`src/hw/osd_cmd_regs.vh`:
```
// Constants for the serial command decoder of the video overlay controller.
// Assumes a 100 MHz system clock; included by the sync monitor and decoder files.
// Summary of operation
// - Commands arrive as serial bytes, ID then data
// - Last command ID applies to later data bytes
// - Serial enable high selects address set command
// - System reset clears every command-held field
// - Row from byte one, column from byte two
// - Character byte: 7-bit code plus flash flag
// - Character mode holds until serial enable high
// - Bit 7 clear marks data, set marks ID
// - Vertical start is line period times 2*field
// - Crystal rate bit picks 2x or 4x subcarrier
// - Horizontal start is two dots per step
// - Dot clock source bit picks LC or crystal
// - Soft reset clears registers, display off
// - Erase bit fills memory with 7fh slowly
// - Oscillator halt allowed only when bit set
// - Blinking reverse characters alternate, never blank
// - Blink period bit picks 0.5 s or 1.0 s
// - Blanking off, border or full, content select
// - Backdrop colour off gives plain background level
// - Burst off suppresses colour burst
// - Mute cuts input video, pedestal output
// - Pin modes select sync or overlay signals
// - Sync lost after selected count of missing lines
// - Sync present after selected count of found lines
// - Port bits force sync pins to static levels
`ifndef OSD_CMD_REGS_VH
`define OSD_CMD_REGS_VH
// Command identities, taken from byte one bits 6..4
`define CMD_ADDRESS_SET 3'h0
`define CMD_CHAR_WRITE 3'h1
`define CMD_VERTICAL 3'h2
`define CMD_HORIZONTAL 3'h3
`define CMD_DISPLAY 3'h4
`define CMD_STANDARD 3'h5
`define CMD_SYNC 3'h6
`define CMD_PORT 3'h7
// Field positions
`define ID_BIT 7
`define SOFT_RESET_BIT 0
`define OSC_HALT_BIT 1
`define MEM_CLEAR_BIT 2
`define TEST_BIT 3
`define CRYSTAL_RATE_BIT 6
`define DOT_SRC_BIT 6
`define OVERLAY_BIT 0
`define REVERSE_BIT 1
`define BLINK_EN_BIT 2
`define BLINK_PER_BIT 3
`define FULL_CONTENT_BIT 6
`define INTERNAL_SYNC_BIT 0
`define NONINTERLACE_BIT 1
`define BURST_OFF_BIT 3
`define BACKDROP_OFF_BIT 4
`define MUTE_BIT 0
`define ROW_COUNT_BIT 1
`define SYNC_MODE_BIT 2
`define SEP_MODE_BIT 3
`define LEVEL_A_BIT 0
`define OVERRIDE_A_BIT 1
`define LEVEL_B_BIT 2
`define OVERRIDE_B_BIT 3
// Reset value of every held field
`define REG_RESET 8'h00
// Display geometry and erase fill code
`define ROWS 12
`define COLUMNS 24
`define LAST_ROW 4'hb
`define LAST_COL 5'h17
`define ERASE_CODE 8'h7f
// Timing: nominal figures, then cycles at the clock rate
`define CLK_KHZ 100000
`define ERASE_TIME_US 500
`define ERASE_CYCLES (`ERASE_TIME_US * `CLK_KHZ / 1000)
`define BLINK_SHORT_MS 500
`define BLINK_HALF_CYCLES (`BLINK_SHORT_MS * `CLK_KHZ / 2)
`define LINE_TIME_US 64
`define LINE_CYCLES (`LINE_TIME_US * `CLK_KHZ / 1000)
`endif

```
`src/hw/glyph_ram.v`:
```
// Display memory: one word per character cell, registered read port.
// Assumes writer and reader share the system clock.
`timescale 1ns/1ps
module glyph_ram #(
  parameter DEPTH = 288,
  parameter AW = 9
) (
  // Clock
  input wire i_ref_clk,
  // Write port
  input wire i_we,
  input wire [AW-1:0] i_waddr,
  input wire [7:0] i_wdata,
  // Read port
  input wire [AW-1:0] i_raddr,
  output reg [7:0] o_rdata
);
  reg [7:0] mem [0:DEPTH-1];

  // Write and registered read; contents are not reset, erase fills them
  always @(posedge i_ref_clk) begin
    if (i_we) begin
      mem[i_waddr] <= i_wdata;
    end
    o_rdata <= mem[i_raddr];
  end
endmodule // glyph_ram

```
`src/hw/sync_monitor.v`:
```
// Sync presence monitor with line-counted hysteresis.
// Assumes i_sync_edge is a one-cycle pulse already in the clock domain.
`timescale 1ns/1ps
`include "osd_cmd_regs.vh"
module sync_monitor #(
  parameter LINE_CYCLES = `LINE_CYCLES
) (
  // Clock and reset
  input wire i_ref_clk,
  input wire i_rst_n,
  // Control
  input wire [3:0] i_loss_sel,
  input wire [2:0] i_acq_sel,
  input wire i_sync_edge,
  // Status
  output reg o_present
);
  reg [31:0] line_cnt_r;
  reg seen_r;
  reg [8:0] run_r;
  reg [8:0] loss_need;
  reg [8:0] acq_need;
  wire line_end = (line_cnt_r == LINE_CYCLES - 1);

  // Count needed for each selection; unknown loss codes disable the loss check, unknown acquire codes acquire after one line
  always @* begin
    case (i_loss_sel)
      4'h1: loss_need = 9'h020;
      4'h2: loss_need = 9'h040;
      4'h4: loss_need = 9'h080;
      4'h8: loss_need = 9'h100;
      default: loss_need = 9'h000;
    endcase
    case (i_acq_sel)
      3'h1: acq_need = 9'h004;
      3'h2: acq_need = 9'h008;
      3'h4: acq_need = 9'h010;
      default: acq_need = 9'h000;
    endcase
  end

  // One sample per line period; run counts lines against current state
  always @(posedge i_ref_clk) begin
    if (!i_rst_n) begin
      line_cnt_r <= 32'h0;
      seen_r <= 1'b0;
      run_r <= 9'h0;
      o_present <= 1'b0;
    end else begin
      line_cnt_r <= line_end ? 32'h0 : line_cnt_r + 32'h1;
      seen_r <= line_end ? 1'b0 : (seen_r | i_sync_edge);
      if (line_end) begin
        if (o_present == (seen_r | i_sync_edge)) begin
          run_r <= 9'h0;
        end else if (!o_present) begin
          if (run_r + 9'h1 >= acq_need) begin
            o_present <= 1'b1;
            run_r <= 9'h0;
          end else begin
            run_r <= run_r + 9'h1;
          end
        end else if (loss_need != 9'h000) begin
          if (run_r + 9'h1 >= loss_need) begin
            o_present <= 1'b0;
            run_r <= 9'h0;
          end else begin
            run_r <= run_r + 9'h1;
          end
        end
      end
    end
  end
endmodule // sync_monitor

```
`src/hw/osd_cmd_decoder.v`:
```
// Serial command decoder: shifts in command bytes, holds control fields,
// writes display memory and drives the sync output pins.
// Assumes the raster pipeline supplies sync and overlay levels on i_ref_clk.
`timescale 1ns/1ps
`include "osd_cmd_regs.vh"
module osd_cmd_decoder #(
  parameter ERASE_CYCLES = `ERASE_CYCLES,
  parameter BLINK_HALF_CYCLES = `BLINK_HALF_CYCLES,
  parameter LINE_CYCLES = `LINE_CYCLES
) (
  // Clock and reset
  input wire i_ref_clk,
  input wire i_rst_n,
  // Serial command pins
  input wire i_cs_n,
  input wire i_sclk,
  input wire i_serial_in,
  // Sync pin and raster levels
  input wire i_sync_in,
  input wire i_csync_gen,
  input wire i_char_border,
  // Raster read of display memory
  input wire [8:0] i_rd_addr,
  output wire [7:0] o_rd_data,
  // Geometry
  output reg [6:0] o_vert_start_lines,
  output reg [6:0] o_horiz_start_dots,
  output reg [1:0] o_height_a,
  output reg [1:0] o_height_b,
  output reg [1:0] o_width_a,
  output reg [1:0] o_width_b,
  // Clocking
  output reg o_crystal_rate_select,
  output reg o_dot_clock_source,
  output reg o_oscillator_halt_allow,
  // Display control
  output reg o_overlay_enable,
  output reg o_reverse_video,
  output reg o_factory_test,
  output reg o_blink_hide,
  output reg o_blink_invert,
  output reg [1:0] o_blanking_area_select,
  output reg o_full_blank_content,
  output reg o_erase_busy,
  // Standard and colour
  output reg o_internal_sync,
  output reg o_non_interlaced,
  output reg [1:0] o_tv_standard_select,
  output reg o_row_count_select,
  output reg [2:0] o_backdrop_phase,
  output reg o_backdrop_color_off,
  output reg o_burst_off,
  output reg o_video_mute,
  // Sync pins
  output reg o_composite_sync_pin,
  output reg o_separated_sync_pin,
  output wire o_sync_detect
);
  // Pin synchronisers; stage one feeds only stage two
  reg [1:0] cs_s_r, sclk_s_r, sin_s_r, sync_s_r;
  reg sclk_d_r, sync_d_r;
  always @(posedge i_ref_clk) begin
    if (!i_rst_n) begin
      cs_s_r <= 2'h3;
      sclk_s_r <= 2'h3;
      sin_s_r <= 2'h3;
      sync_s_r <= 2'h0;
      sclk_d_r <= 1'b1;
      sync_d_r <= 1'b0;
    end else begin
      cs_s_r <= {cs_s_r[0], i_cs_n};
      sclk_s_r <= {sclk_s_r[0], i_sclk};
      sin_s_r <= {sin_s_r[0], i_serial_in};
      sync_s_r <= {sync_s_r[0], i_sync_in};
      sclk_d_r <= sclk_s_r[1];
      sync_d_r <= sync_s_r[1];
    end
  end
  wire cs_hi = cs_s_r[1];
  wire sclk_rise = sclk_s_r[1] & ~sclk_d_r;
  wire sync_rise = sync_s_r[1] & ~sync_d_r;

  // Held command state
  reg [7:0] shift_r;
  reg [2:0] bit_cnt_r;
  reg [2:0] cmd_r;
  reg char_mode_r;
  reg [3:0] row_r;
  reg [4:0] col_r;
  reg [7:0] vsize_r, vpos_r, hsize_r, hpos_r;
  reg [7:0] sys_r, attr_r, std_r, color_r, syncout_r, detect_r, port_r;
  reg [8:0] erase_addr_r;
  reg [31:0] erase_tmr_r;

  // Size code to 1..3 units; all-ones falls back to one
  function [1:0] size_units;
    input [1:0] code;
    begin
      size_units = (code == 2'h3) ? 2'h1 : code + 2'h1;
    end
  endfunction

  // Cell index from row and column
  function [8:0] cell_index;
    input [3:0] row;
    input [4:0] col;
    begin
      cell_index = row * 9'h018 + {4'h0, col};
    end
  endfunction

  // Byte assembly, MSB first; a frame boundary restarts the byte
  wire [7:0] byte_in = {shift_r[6:0], sin_s_r[1]};
  wire byte_done = ~cs_hi & sclk_rise & (bit_cnt_r == 3'h7);
  wire is_id = byte_in[`ID_BIT];
  wire [2:0] id_code = byte_in[6:4];
  wire char_write = byte_done & char_mode_r;
  wire soft_rst = byte_done & ~char_mode_r & is_id & (id_code == `CMD_DISPLAY)
    & byte_in[`SOFT_RESET_BIT];
  wire erase_start = byte_done & ~char_mode_r & is_id & (id_code == `CMD_DISPLAY)
    & byte_in[`MEM_CLEAR_BIT];
  localparam [31:0] ERASE_STEP = ERASE_CYCLES / 288;
  wire erase_tick = o_erase_busy & (erase_tmr_r >= ERASE_STEP - 1);

  // Shift register and frame tracking
  always @(posedge i_ref_clk) begin
    if (!i_rst_n) begin
      shift_r <= `REG_RESET;
      bit_cnt_r <= 3'h0;
    end else if (cs_hi) begin
      bit_cnt_r <= 3'h0;
    end else if (sclk_rise) begin
      shift_r <= byte_in;
      bit_cnt_r <= bit_cnt_r + 3'h1;
    end
  end

  // Command interpretation and held fields
  always @(posedge i_ref_clk) begin
    if (!i_rst_n || soft_rst) begin
      cmd_r <= `CMD_ADDRESS_SET;
      char_mode_r <= 1'b0;
      row_r <= 4'h0;
      col_r <= 5'h0;
      vsize_r <= `REG_RESET;
      vpos_r <= `REG_RESET;
      hsize_r <= `REG_RESET;
      hpos_r <= `REG_RESET;
      sys_r <= `REG_RESET;
      attr_r <= `REG_RESET;
      std_r <= `REG_RESET;
      color_r <= `REG_RESET;
      syncout_r <= `REG_RESET;
      detect_r <= `REG_RESET;
      port_r <= `REG_RESET;
    end else if (cs_hi) begin
      cmd_r <= `CMD_ADDRESS_SET;
      char_mode_r <= 1'b0;
    end else if (char_write) begin
      // Consecutive bytes fill consecutive cells, wrapping row by row
      if (col_r == `LAST_COL) begin
        col_r <= 5'h0;
        row_r <= (row_r == `LAST_ROW) ? 4'h0 : row_r + 4'h1;
      end else begin
        col_r <= col_r + 5'h1;
      end
    end else if (byte_done && is_id) begin
      cmd_r <= id_code;
      char_mode_r <= (id_code == `CMD_CHAR_WRITE);
      case (id_code)
        `CMD_ADDRESS_SET: row_r <= byte_in[3:0];
        `CMD_VERTICAL: vsize_r <= byte_in;
        `CMD_HORIZONTAL: hsize_r <= byte_in;
        `CMD_DISPLAY: sys_r <= {byte_in[7:3], 3'h0} | {6'h0, byte_in[1], 1'b0};
        `CMD_STANDARD: std_r <= byte_in;
        `CMD_SYNC: syncout_r <= byte_in;
        `CMD_PORT: port_r <= byte_in;
        default: ;
      endcase
    end else if (byte_done) begin
      // Data byte: applies to the command last identified
      case (cmd_r)
        `CMD_ADDRESS_SET: col_r <= byte_in[4:0];
        `CMD_VERTICAL: vpos_r <= byte_in;
        `CMD_HORIZONTAL: hpos_r <= byte_in;
        `CMD_DISPLAY: attr_r <= byte_in;
        `CMD_STANDARD: color_r <= byte_in;
        `CMD_SYNC: detect_r <= byte_in;
        default: ;
      endcase
    end
  end

  // Erase sequencer, paced so the whole fill spans the erase time
  always @(posedge i_ref_clk) begin
    if (!i_rst_n) begin
      o_erase_busy <= 1'b0;
      erase_addr_r <= 9'h0;
      erase_tmr_r <= 32'h0;
    end else if (erase_start) begin
      o_erase_busy <= 1'b1;
      erase_addr_r <= 9'h0;
      erase_tmr_r <= 32'h0;
    end else if (o_erase_busy) begin
      erase_tmr_r <= erase_tick ? 32'h0 : erase_tmr_r + 32'h1;
      if (erase_tick) begin
        erase_addr_r <= erase_addr_r + 9'h1;
        if (erase_addr_r == 9'h11f) begin
          o_erase_busy <= 1'b0;
        end
      end
    end
  end

  // Memory write: erase owns the port, character writes then are dropped
  wire mem_we = erase_tick | (char_write & ~o_erase_busy);
  wire [8:0] mem_addr = o_erase_busy ? erase_addr_r : cell_index(row_r, col_r);
  wire [7:0] mem_data = o_erase_busy ? `ERASE_CODE : byte_in;

  glyph_ram #(
    .DEPTH(`ROWS * `COLUMNS),
    .AW(9)
  ) u_ram (
    .i_ref_clk(i_ref_clk),
    .i_we(mem_we),
    .i_waddr(mem_addr),
    .i_wdata(mem_data),
    .i_raddr(i_rd_addr),
    .o_rdata(o_rd_data)
  );

  sync_monitor #(
    .LINE_CYCLES(LINE_CYCLES)
  ) u_sync (
    .i_ref_clk(i_ref_clk),
    .i_rst_n(i_rst_n),
    .i_loss_sel(detect_r[3:0]),
    .i_acq_sel(detect_r[6:4]),
    .i_sync_edge(sync_rise),
    .o_present(o_sync_detect)
  );

  // Blink timer; toggles twice per period, long period doubles the count
  reg [31:0] blink_tmr_r;
  reg blink_phase_r;
  wire [31:0] blink_limit = attr_r[`BLINK_PER_BIT] ?
    BLINK_HALF_CYCLES * 2 - 1 : BLINK_HALF_CYCLES - 1;
  always @(posedge i_ref_clk) begin
    if (!i_rst_n) begin
      blink_tmr_r <= 32'h0;
      blink_phase_r <= 1'b0;
    end else if (blink_tmr_r >= blink_limit) begin
      blink_tmr_r <= 32'h0;
      blink_phase_r <= ~blink_phase_r;
    end else begin
      blink_tmr_r <= blink_tmr_r + 32'h1;
    end
  end

  // Registered field outputs
  always @(posedge i_ref_clk) begin
    if (!i_rst_n) begin
      o_vert_start_lines <= 7'h0;
      o_horiz_start_dots <= 7'h0;
      o_height_a <= 2'h1;
      o_height_b <= 2'h1;
      o_width_a <= 2'h1;
      o_width_b <= 2'h1;
      o_crystal_rate_select <= 1'b0;
      o_dot_clock_source <= 1'b0;
      o_oscillator_halt_allow <= 1'b0;
      o_overlay_enable <= 1'b0;
      o_reverse_video <= 1'b0;
      o_factory_test <= 1'b0;
      o_blink_hide <= 1'b0;
      o_blink_invert <= 1'b0;
      o_blanking_area_select <= 2'h0;
      o_full_blank_content <= 1'b0;
      o_internal_sync <= 1'b0;
      o_non_interlaced <= 1'b0;
      o_tv_standard_select <= 2'h0;
      o_row_count_select <= 1'b0;
      o_backdrop_phase <= 3'h0;
      o_backdrop_color_off <= 1'b0;
      o_burst_off <= 1'b0;
      o_video_mute <= 1'b0;
    end else begin
      o_vert_start_lines <= {vpos_r[5:0], 1'b0};
      o_horiz_start_dots <= {hpos_r[5:0], 1'b0};
      o_height_a <= size_units(vsize_r[1:0]);
      o_height_b <= size_units(vsize_r[3:2]);
      o_width_a <= size_units(hsize_r[1:0]);
      o_width_b <= size_units(hsize_r[3:2]);
      o_crystal_rate_select <= vpos_r[`CRYSTAL_RATE_BIT];
      o_dot_clock_source <= hpos_r[`DOT_SRC_BIT];
      o_oscillator_halt_allow <= sys_r[`OSC_HALT_BIT];
      o_overlay_enable <= attr_r[`OVERLAY_BIT];
      o_reverse_video <= attr_r[`REVERSE_BIT];
      o_factory_test <= sys_r[`TEST_BIT];
      // Reverse glyphs flip polarity instead of vanishing
      o_blink_hide <= attr_r[`BLINK_EN_BIT] & blink_phase_r & ~attr_r[`REVERSE_BIT];
      o_blink_invert <= attr_r[`BLINK_EN_BIT] & blink_phase_r & attr_r[`REVERSE_BIT];
      o_blanking_area_select <= attr_r[5:4];
      o_full_blank_content <= attr_r[`FULL_CONTENT_BIT];
      o_internal_sync <= std_r[`INTERNAL_SYNC_BIT];
      o_non_interlaced <= std_r[`NONINTERLACE_BIT];
      o_tv_standard_select <= std_r[3:2];
      o_row_count_select <= syncout_r[`ROW_COUNT_BIT];
      o_backdrop_phase <= color_r[2:0];
      o_backdrop_color_off <= color_r[`BACKDROP_OFF_BIT];
      o_burst_off <= color_r[`BURST_OFF_BIT];
      o_video_mute <= syncout_r[`MUTE_BIT];
    end
  end

  // Sync pin selection, then port override on top
  always @(posedge i_ref_clk) begin
    if (!i_rst_n) begin
      o_composite_sync_pin <= 1'b0;
      o_separated_sync_pin <= 1'b0;
    end else begin
      if (port_r[`OVERRIDE_A_BIT]) begin
        o_composite_sync_pin <= port_r[`LEVEL_A_BIT];
      end else if (syncout_r[`SYNC_MODE_BIT]) begin
        o_composite_sync_pin <= i_char_border;
      end else begin
        o_composite_sync_pin <= i_csync_gen;
      end
      if (port_r[`OVERRIDE_B_BIT]) begin
        o_separated_sync_pin <= port_r[`LEVEL_B_BIT];
      end else if (syncout_r[`SEP_MODE_BIT] && std_r[`INTERNAL_SYNC_BIT]) begin
        o_separated_sync_pin <= 1'b1;
      end else begin
        o_separated_sync_pin <= sync_s_r[1];
      end
    end
  end
endmodule // osd_cmd_decoder

```
`config.mk`:
```
export PLATFORM = sky130hd
export DESIGN_NAME = osd_cmd_decoder
export DESIGN_NICKNAME = d
export VERILOG_FILES = /design/src/hw/glyph_ram.v /design/src/hw/sync_monitor.v /design/src/hw/osd_cmd_decoder.v
export VERILOG_INCLUDE_DIRS = /design/src /design/src/hw
export SDC_FILE = /design/constraint.sdc
export NUM_CORES = 2
export LEC_CHECK = 0
export BUFFER_PORTS_ARGS = -buffer_cell sky130_fd_sc_hd__buf_2
export CELL_PAD_IN_SITES_DETAIL_PLACEMENT = 1
export CELL_PAD_IN_SITES_GLOBAL_PLACEMENT = 2
export CORE_MARGIN = 5
export CORE_UTILIZATION = 49
export DETAILED_ROUTE_END_ITERATION = 12
export HOLD_SLACK_MARGIN = 0.05
export PLACE_DENSITY = 0.85
export SYNTH_ARGS = -nofsm -noshare
export SYNTH_HDL_FRONTEND = slang
export SYNTH_SLANG_ARGS = --single-unit
```
`constraint.sdc`:
```
create_clock -name i_ref_clk -period 13.8 [get_ports i_ref_clk]
set_input_delay 0.69 -clock i_ref_clk [delete_from_list [all_inputs] [get_ports i_ref_clk]]
set_output_delay 0.69 -clock i_ref_clk [all_outputs]
set_load 0.1 [all_outputs]
```
==> results.sh <==
export IMPL_synthTopCellsByArea="edfxtp_1 69%, mux4_2 12%, dfxtp_1 5.1%, mux2i_1 2.0%, nor2_1 2.0%"
export IMPL_p_sw_mw=3.37
export IMPL_multi_input_area_sq_um=24600
export IMPL_setup_tns_ns=0
export IMPL_ys_ff_latch=2562
export IMPL_setup_viol=0
export IMPL_switching_share_pct=20.8
export IMPL_insertion_delay_ns=0.93
export IMPL_synth_top_area_share_pct=68.6
export IMPL_final_common_cell="edfxtp_1"
export IMPL_p_seq_share_pct=51.7
export IMPL_die_w_um=464
export IMPL_grt_pass1_vias=56368
export IMPL_violations="capacitance limit, slew limit"
export IMPL_end_kind="flip-flop"
export IMPL_clockPowerShare_pct=44.4
export IMPL_status="finished, violations left"
export IMPL_path_class="input port to flip-flop"
export IMPL_p_leak_nw=36.4
export IMPL_row_count=166
export IMPL_path_clk_slew_ns=0.06
export IMPL_max_stage_delay_ns=1.13
export IMPL_finalClockSkew_ns=0.0580
export IMPL_grt_max_degree=225
export IMPL_crit_path_frequent_cell="buf_4"
export IMPL_slew_headroom_pct=-1.05
export IMPL_core_area_sq_um=205000
export IMPL_cts_setup_buffers=0
export IMPL_syn_cell_area_sq_um=101000
export IMPL_async_flop_share_pct=0
export IMPL_p_per_area_nw_per_um2=144
export IMPL_synthesis_instances=5378
export IMPL_totalWireLength_um=282000
export IMPL_drive_gt1_share_pct=19.9
export IMPL_hold_buffers=4
export IMPL_cts_tree="yes"
export IMPL_cts_sinks=2562
export IMPL_grt_pass1_wl_um=409000
export IMPL_portBuffers=70
export IMPL_num_vias=54473
export IMPL_cp_required_ns=14.52
export IMPL_cts_buffers=279
export IMPL_final_antenna_net_count=0
export IMPL_fin_nets=5591
export IMPL_min_path_type="input port to flip-flop"
export IMPL_clk_path_buf_depth=4
export IMPL_areaGrowthSynthToFinish_pct=11.3
export IMPL_dpl_hpwl_um=167000
export IMPL_fillers=18132
export IMPL_cp_max_fo=56
export IMPL_layout_common_cells="2,304 x edfxtp_1, 560 x mux4_2, 541 x nor2_1, 287 x clkbuf_16, 258 x dfxtp_1"
export IMPL_grt_total_usage_pct=26.0
export IMPL_final_period_utilization_pct=37.7
export IMPL_yosysWarnings=0
export IMPL_synth_flop_cell="edfxtp_1"
export IMPL_antenna_found_initial=12
export IMPL_critical_path_arrival_ns=5.92
export IMPL_p_int_mw=12.8
export IMPL_synth_edf_count=2304
export IMPL_yosysTopAreaCell="edfxtp_1"
export IMPL_worstPathCellList="buf_8, buf_4, buf_4, buf_4, nor2_1, a22oi_1, a21oi_1, a31oi_1, nand3_1, nor4_1, o41ai_1"
export IMPL_max_vdd_ir_drop_v=0.000142
export IMPL_die_area_sq_um=215000
export IMPL_rsz0062_at_grt="no"
export IMPL_gp_congestion=0.881
export IMPL_wl_per_cell_um=33.4
export IMPL_period_needed_ns=5.21
export IMPL_cp_top_family="buffers and inverters"
export IMPL_dp_cells=7937
export IMPL_critPathLaunchType="input port"
export IMPL_final_cell_count_no_fill=8432
export IMPL_die_y_um=464
export IMPL_ys_types=88
export IMPL_postLayoutCoreUtil_pct=54.8
export IMPL_pwr_share_comb_pct=3.9
export IMPL_cts_resized=0
export IMPL_slowest_stage="nor4_1"
export IMPL_drv_cap=1
export IMPL_hold_violations=0
export IMPL_initial_utilization_pct=49.3
export IMPL_seq_area_frac_synth_pct=73.7
export IMPL_ff_latch_area_sq_um=74400
export IMPL_slew_violations=46
export IMPL_worst_pin_slew_ns=1.52
export IMPL_overflow=0
export IMPL_initialDrtViolationCount=6873
export IMPL_path_buf_inv=4
export IMPL_firstDrtPassIters=6
export IMPL_drt_drc_violations_left=0
export IMPL_postSynthAreaPerCell_sq_um=18.8
export IMPL_io_pins=73
export IMPL_via_per_inst=6.46
export IMPL_root_buffer="clkbuf_16"
export IMPL_power_mw=16.2
export IMPL_h_tree_depth=5
export IMPL_fmax_ghz=0.192
## kinds of logic (layout without fill, tap and decap cells)
kind of cell,after synthesis,after routing,share of synthesized area [%]
compound gates,368,368,2.55
simple gates,1190,1190,5.34
buf+inv,335,683,2.04
flops,2562,2562,73.7
mux,800,800,15.2
fa+ha+maj,40,40,0.511
other cells,1,19,0.00372
xor+xnor,82,82,0.725
## power by group through the flow
stage	registers [mW]	logic [mW]	clock network [mW]
detailed placement	8.52	0.613	0
finish	8.36	0.622	7.18
CTS	8.35	0.619	7.25
floorplan	8.54	0.394	0
global route	8.35	0.640	7.65
global placement	8.52	0.601	0
## cell usage after synthesis (13+ instances only)
master    instances
a21oi_1          76
a22oi_1          30
a31oi_1          26
a32oi_1          13
and2_1           49
and3_1           28
buf_1            19
buf_2            84
buf_4            30
buf_6            34
buf_8            16
clkbuf_1        110
dfxtp_1         258
edfxtp_1       2304
ha_1             38
inv_1            28
mux2_2           20
mux2i_1         204
mux4_1           16
mux4_2          560
nand2_1         249
nand2b_1         22
nand3_1         111
nand4_1          41
nor2_1          542
nor2b_1          28
nor3_1           26
nor4_1           20
o21ai_0          39
o221ai_1         23
o22ai_1          37
or3_1            16
xnor2_1          38
xor2_1           43
## routing by layer
layer	vias to the layer above	wire, um	share of wire, %	global-route usage, %
met2	3269	135000	48	41.1
met1	28591	107000	38	35.2
li1	21893	-	-	-
met3	716	27200	9.6	5.66
met4	4	13700	4.8	11.5
met5	-	27	0.0096	0
## registers in the layout, indices dropped and copies added (netlist names), 5 cells and up
name,count
col_r,5
o_vert_start_lines,6
o_horiz_start_dots,6
hpos_r,7
vpos_r,7
erase_addr_r,9
detect_r,7
u_ram.o_rdata,8
shift_r,7
u_sync.line_cnt_r,32
u_ram.mem,2304
attr_r,7
color_r,5
u_sync.run_r,9
blink_tmr_r,32
erase_tmr_r,32
## area by class of cell
cell class | instances | share of cell area [%]
multi-input combinational | 2487 | 21.9
sequential | 2562 | 66.2
tap | 2688 | 2.99
timing repair buffer | 172 | 1.12
clock inverter | 119 | 0.983
inverter | 32 | 0.113
antenna | 12 | 0.0267
clock buffer | 360 | 6.69
## worst min-delay path, delay by kind of cell
family	cells	cell delay [ns]
AO/OA/AOI/OAI	1	0.04
buffers and inverters	1	0.08
multiplexers	1	0.06
AND/OR/NAND/NOR	2	0.15
## path summary, 6_finish.rpt
kind / slack, ns / from / to / cells past startpoint
worst max register to register: 8.66 / row_r[0]$_SDFFE_PP0P_ / u_ram.mem[38][3]$_DFFE_PP_ / 9
worst min-delay path: 0.17 / i_csync_gen / o_composite_sync_pin$_SDFF_PN0_ / 5
worst max-delay path: 8.59 / i_rd_addr[2] / u_ram.o_rdata[1]$_DFF_P_ / 11
worst min register to register: 0.41 / cs_s_r[0]$_SDFF_PN1_ / cs_s_r[1]$_SDFF_PN1_ / 1
## through the flow
stage / hold WS, ns / cell area (sq um) / worst slack [ns]
3_3_place_gp: 0.390 / 104000 / 7.90
5_1_grt: 0.175 / 112000 / 8.38
6_report: 0.172 / 112000 / 8.59
2_1_floorplan: 0.386 / 101000 / 3.78
4_1_cts: 0.122 / 112000 / 8.63
3_5_place_dp: 0.397 / 104000 / 7.76
Note: power is estimated with default switching activity, not from simulation.
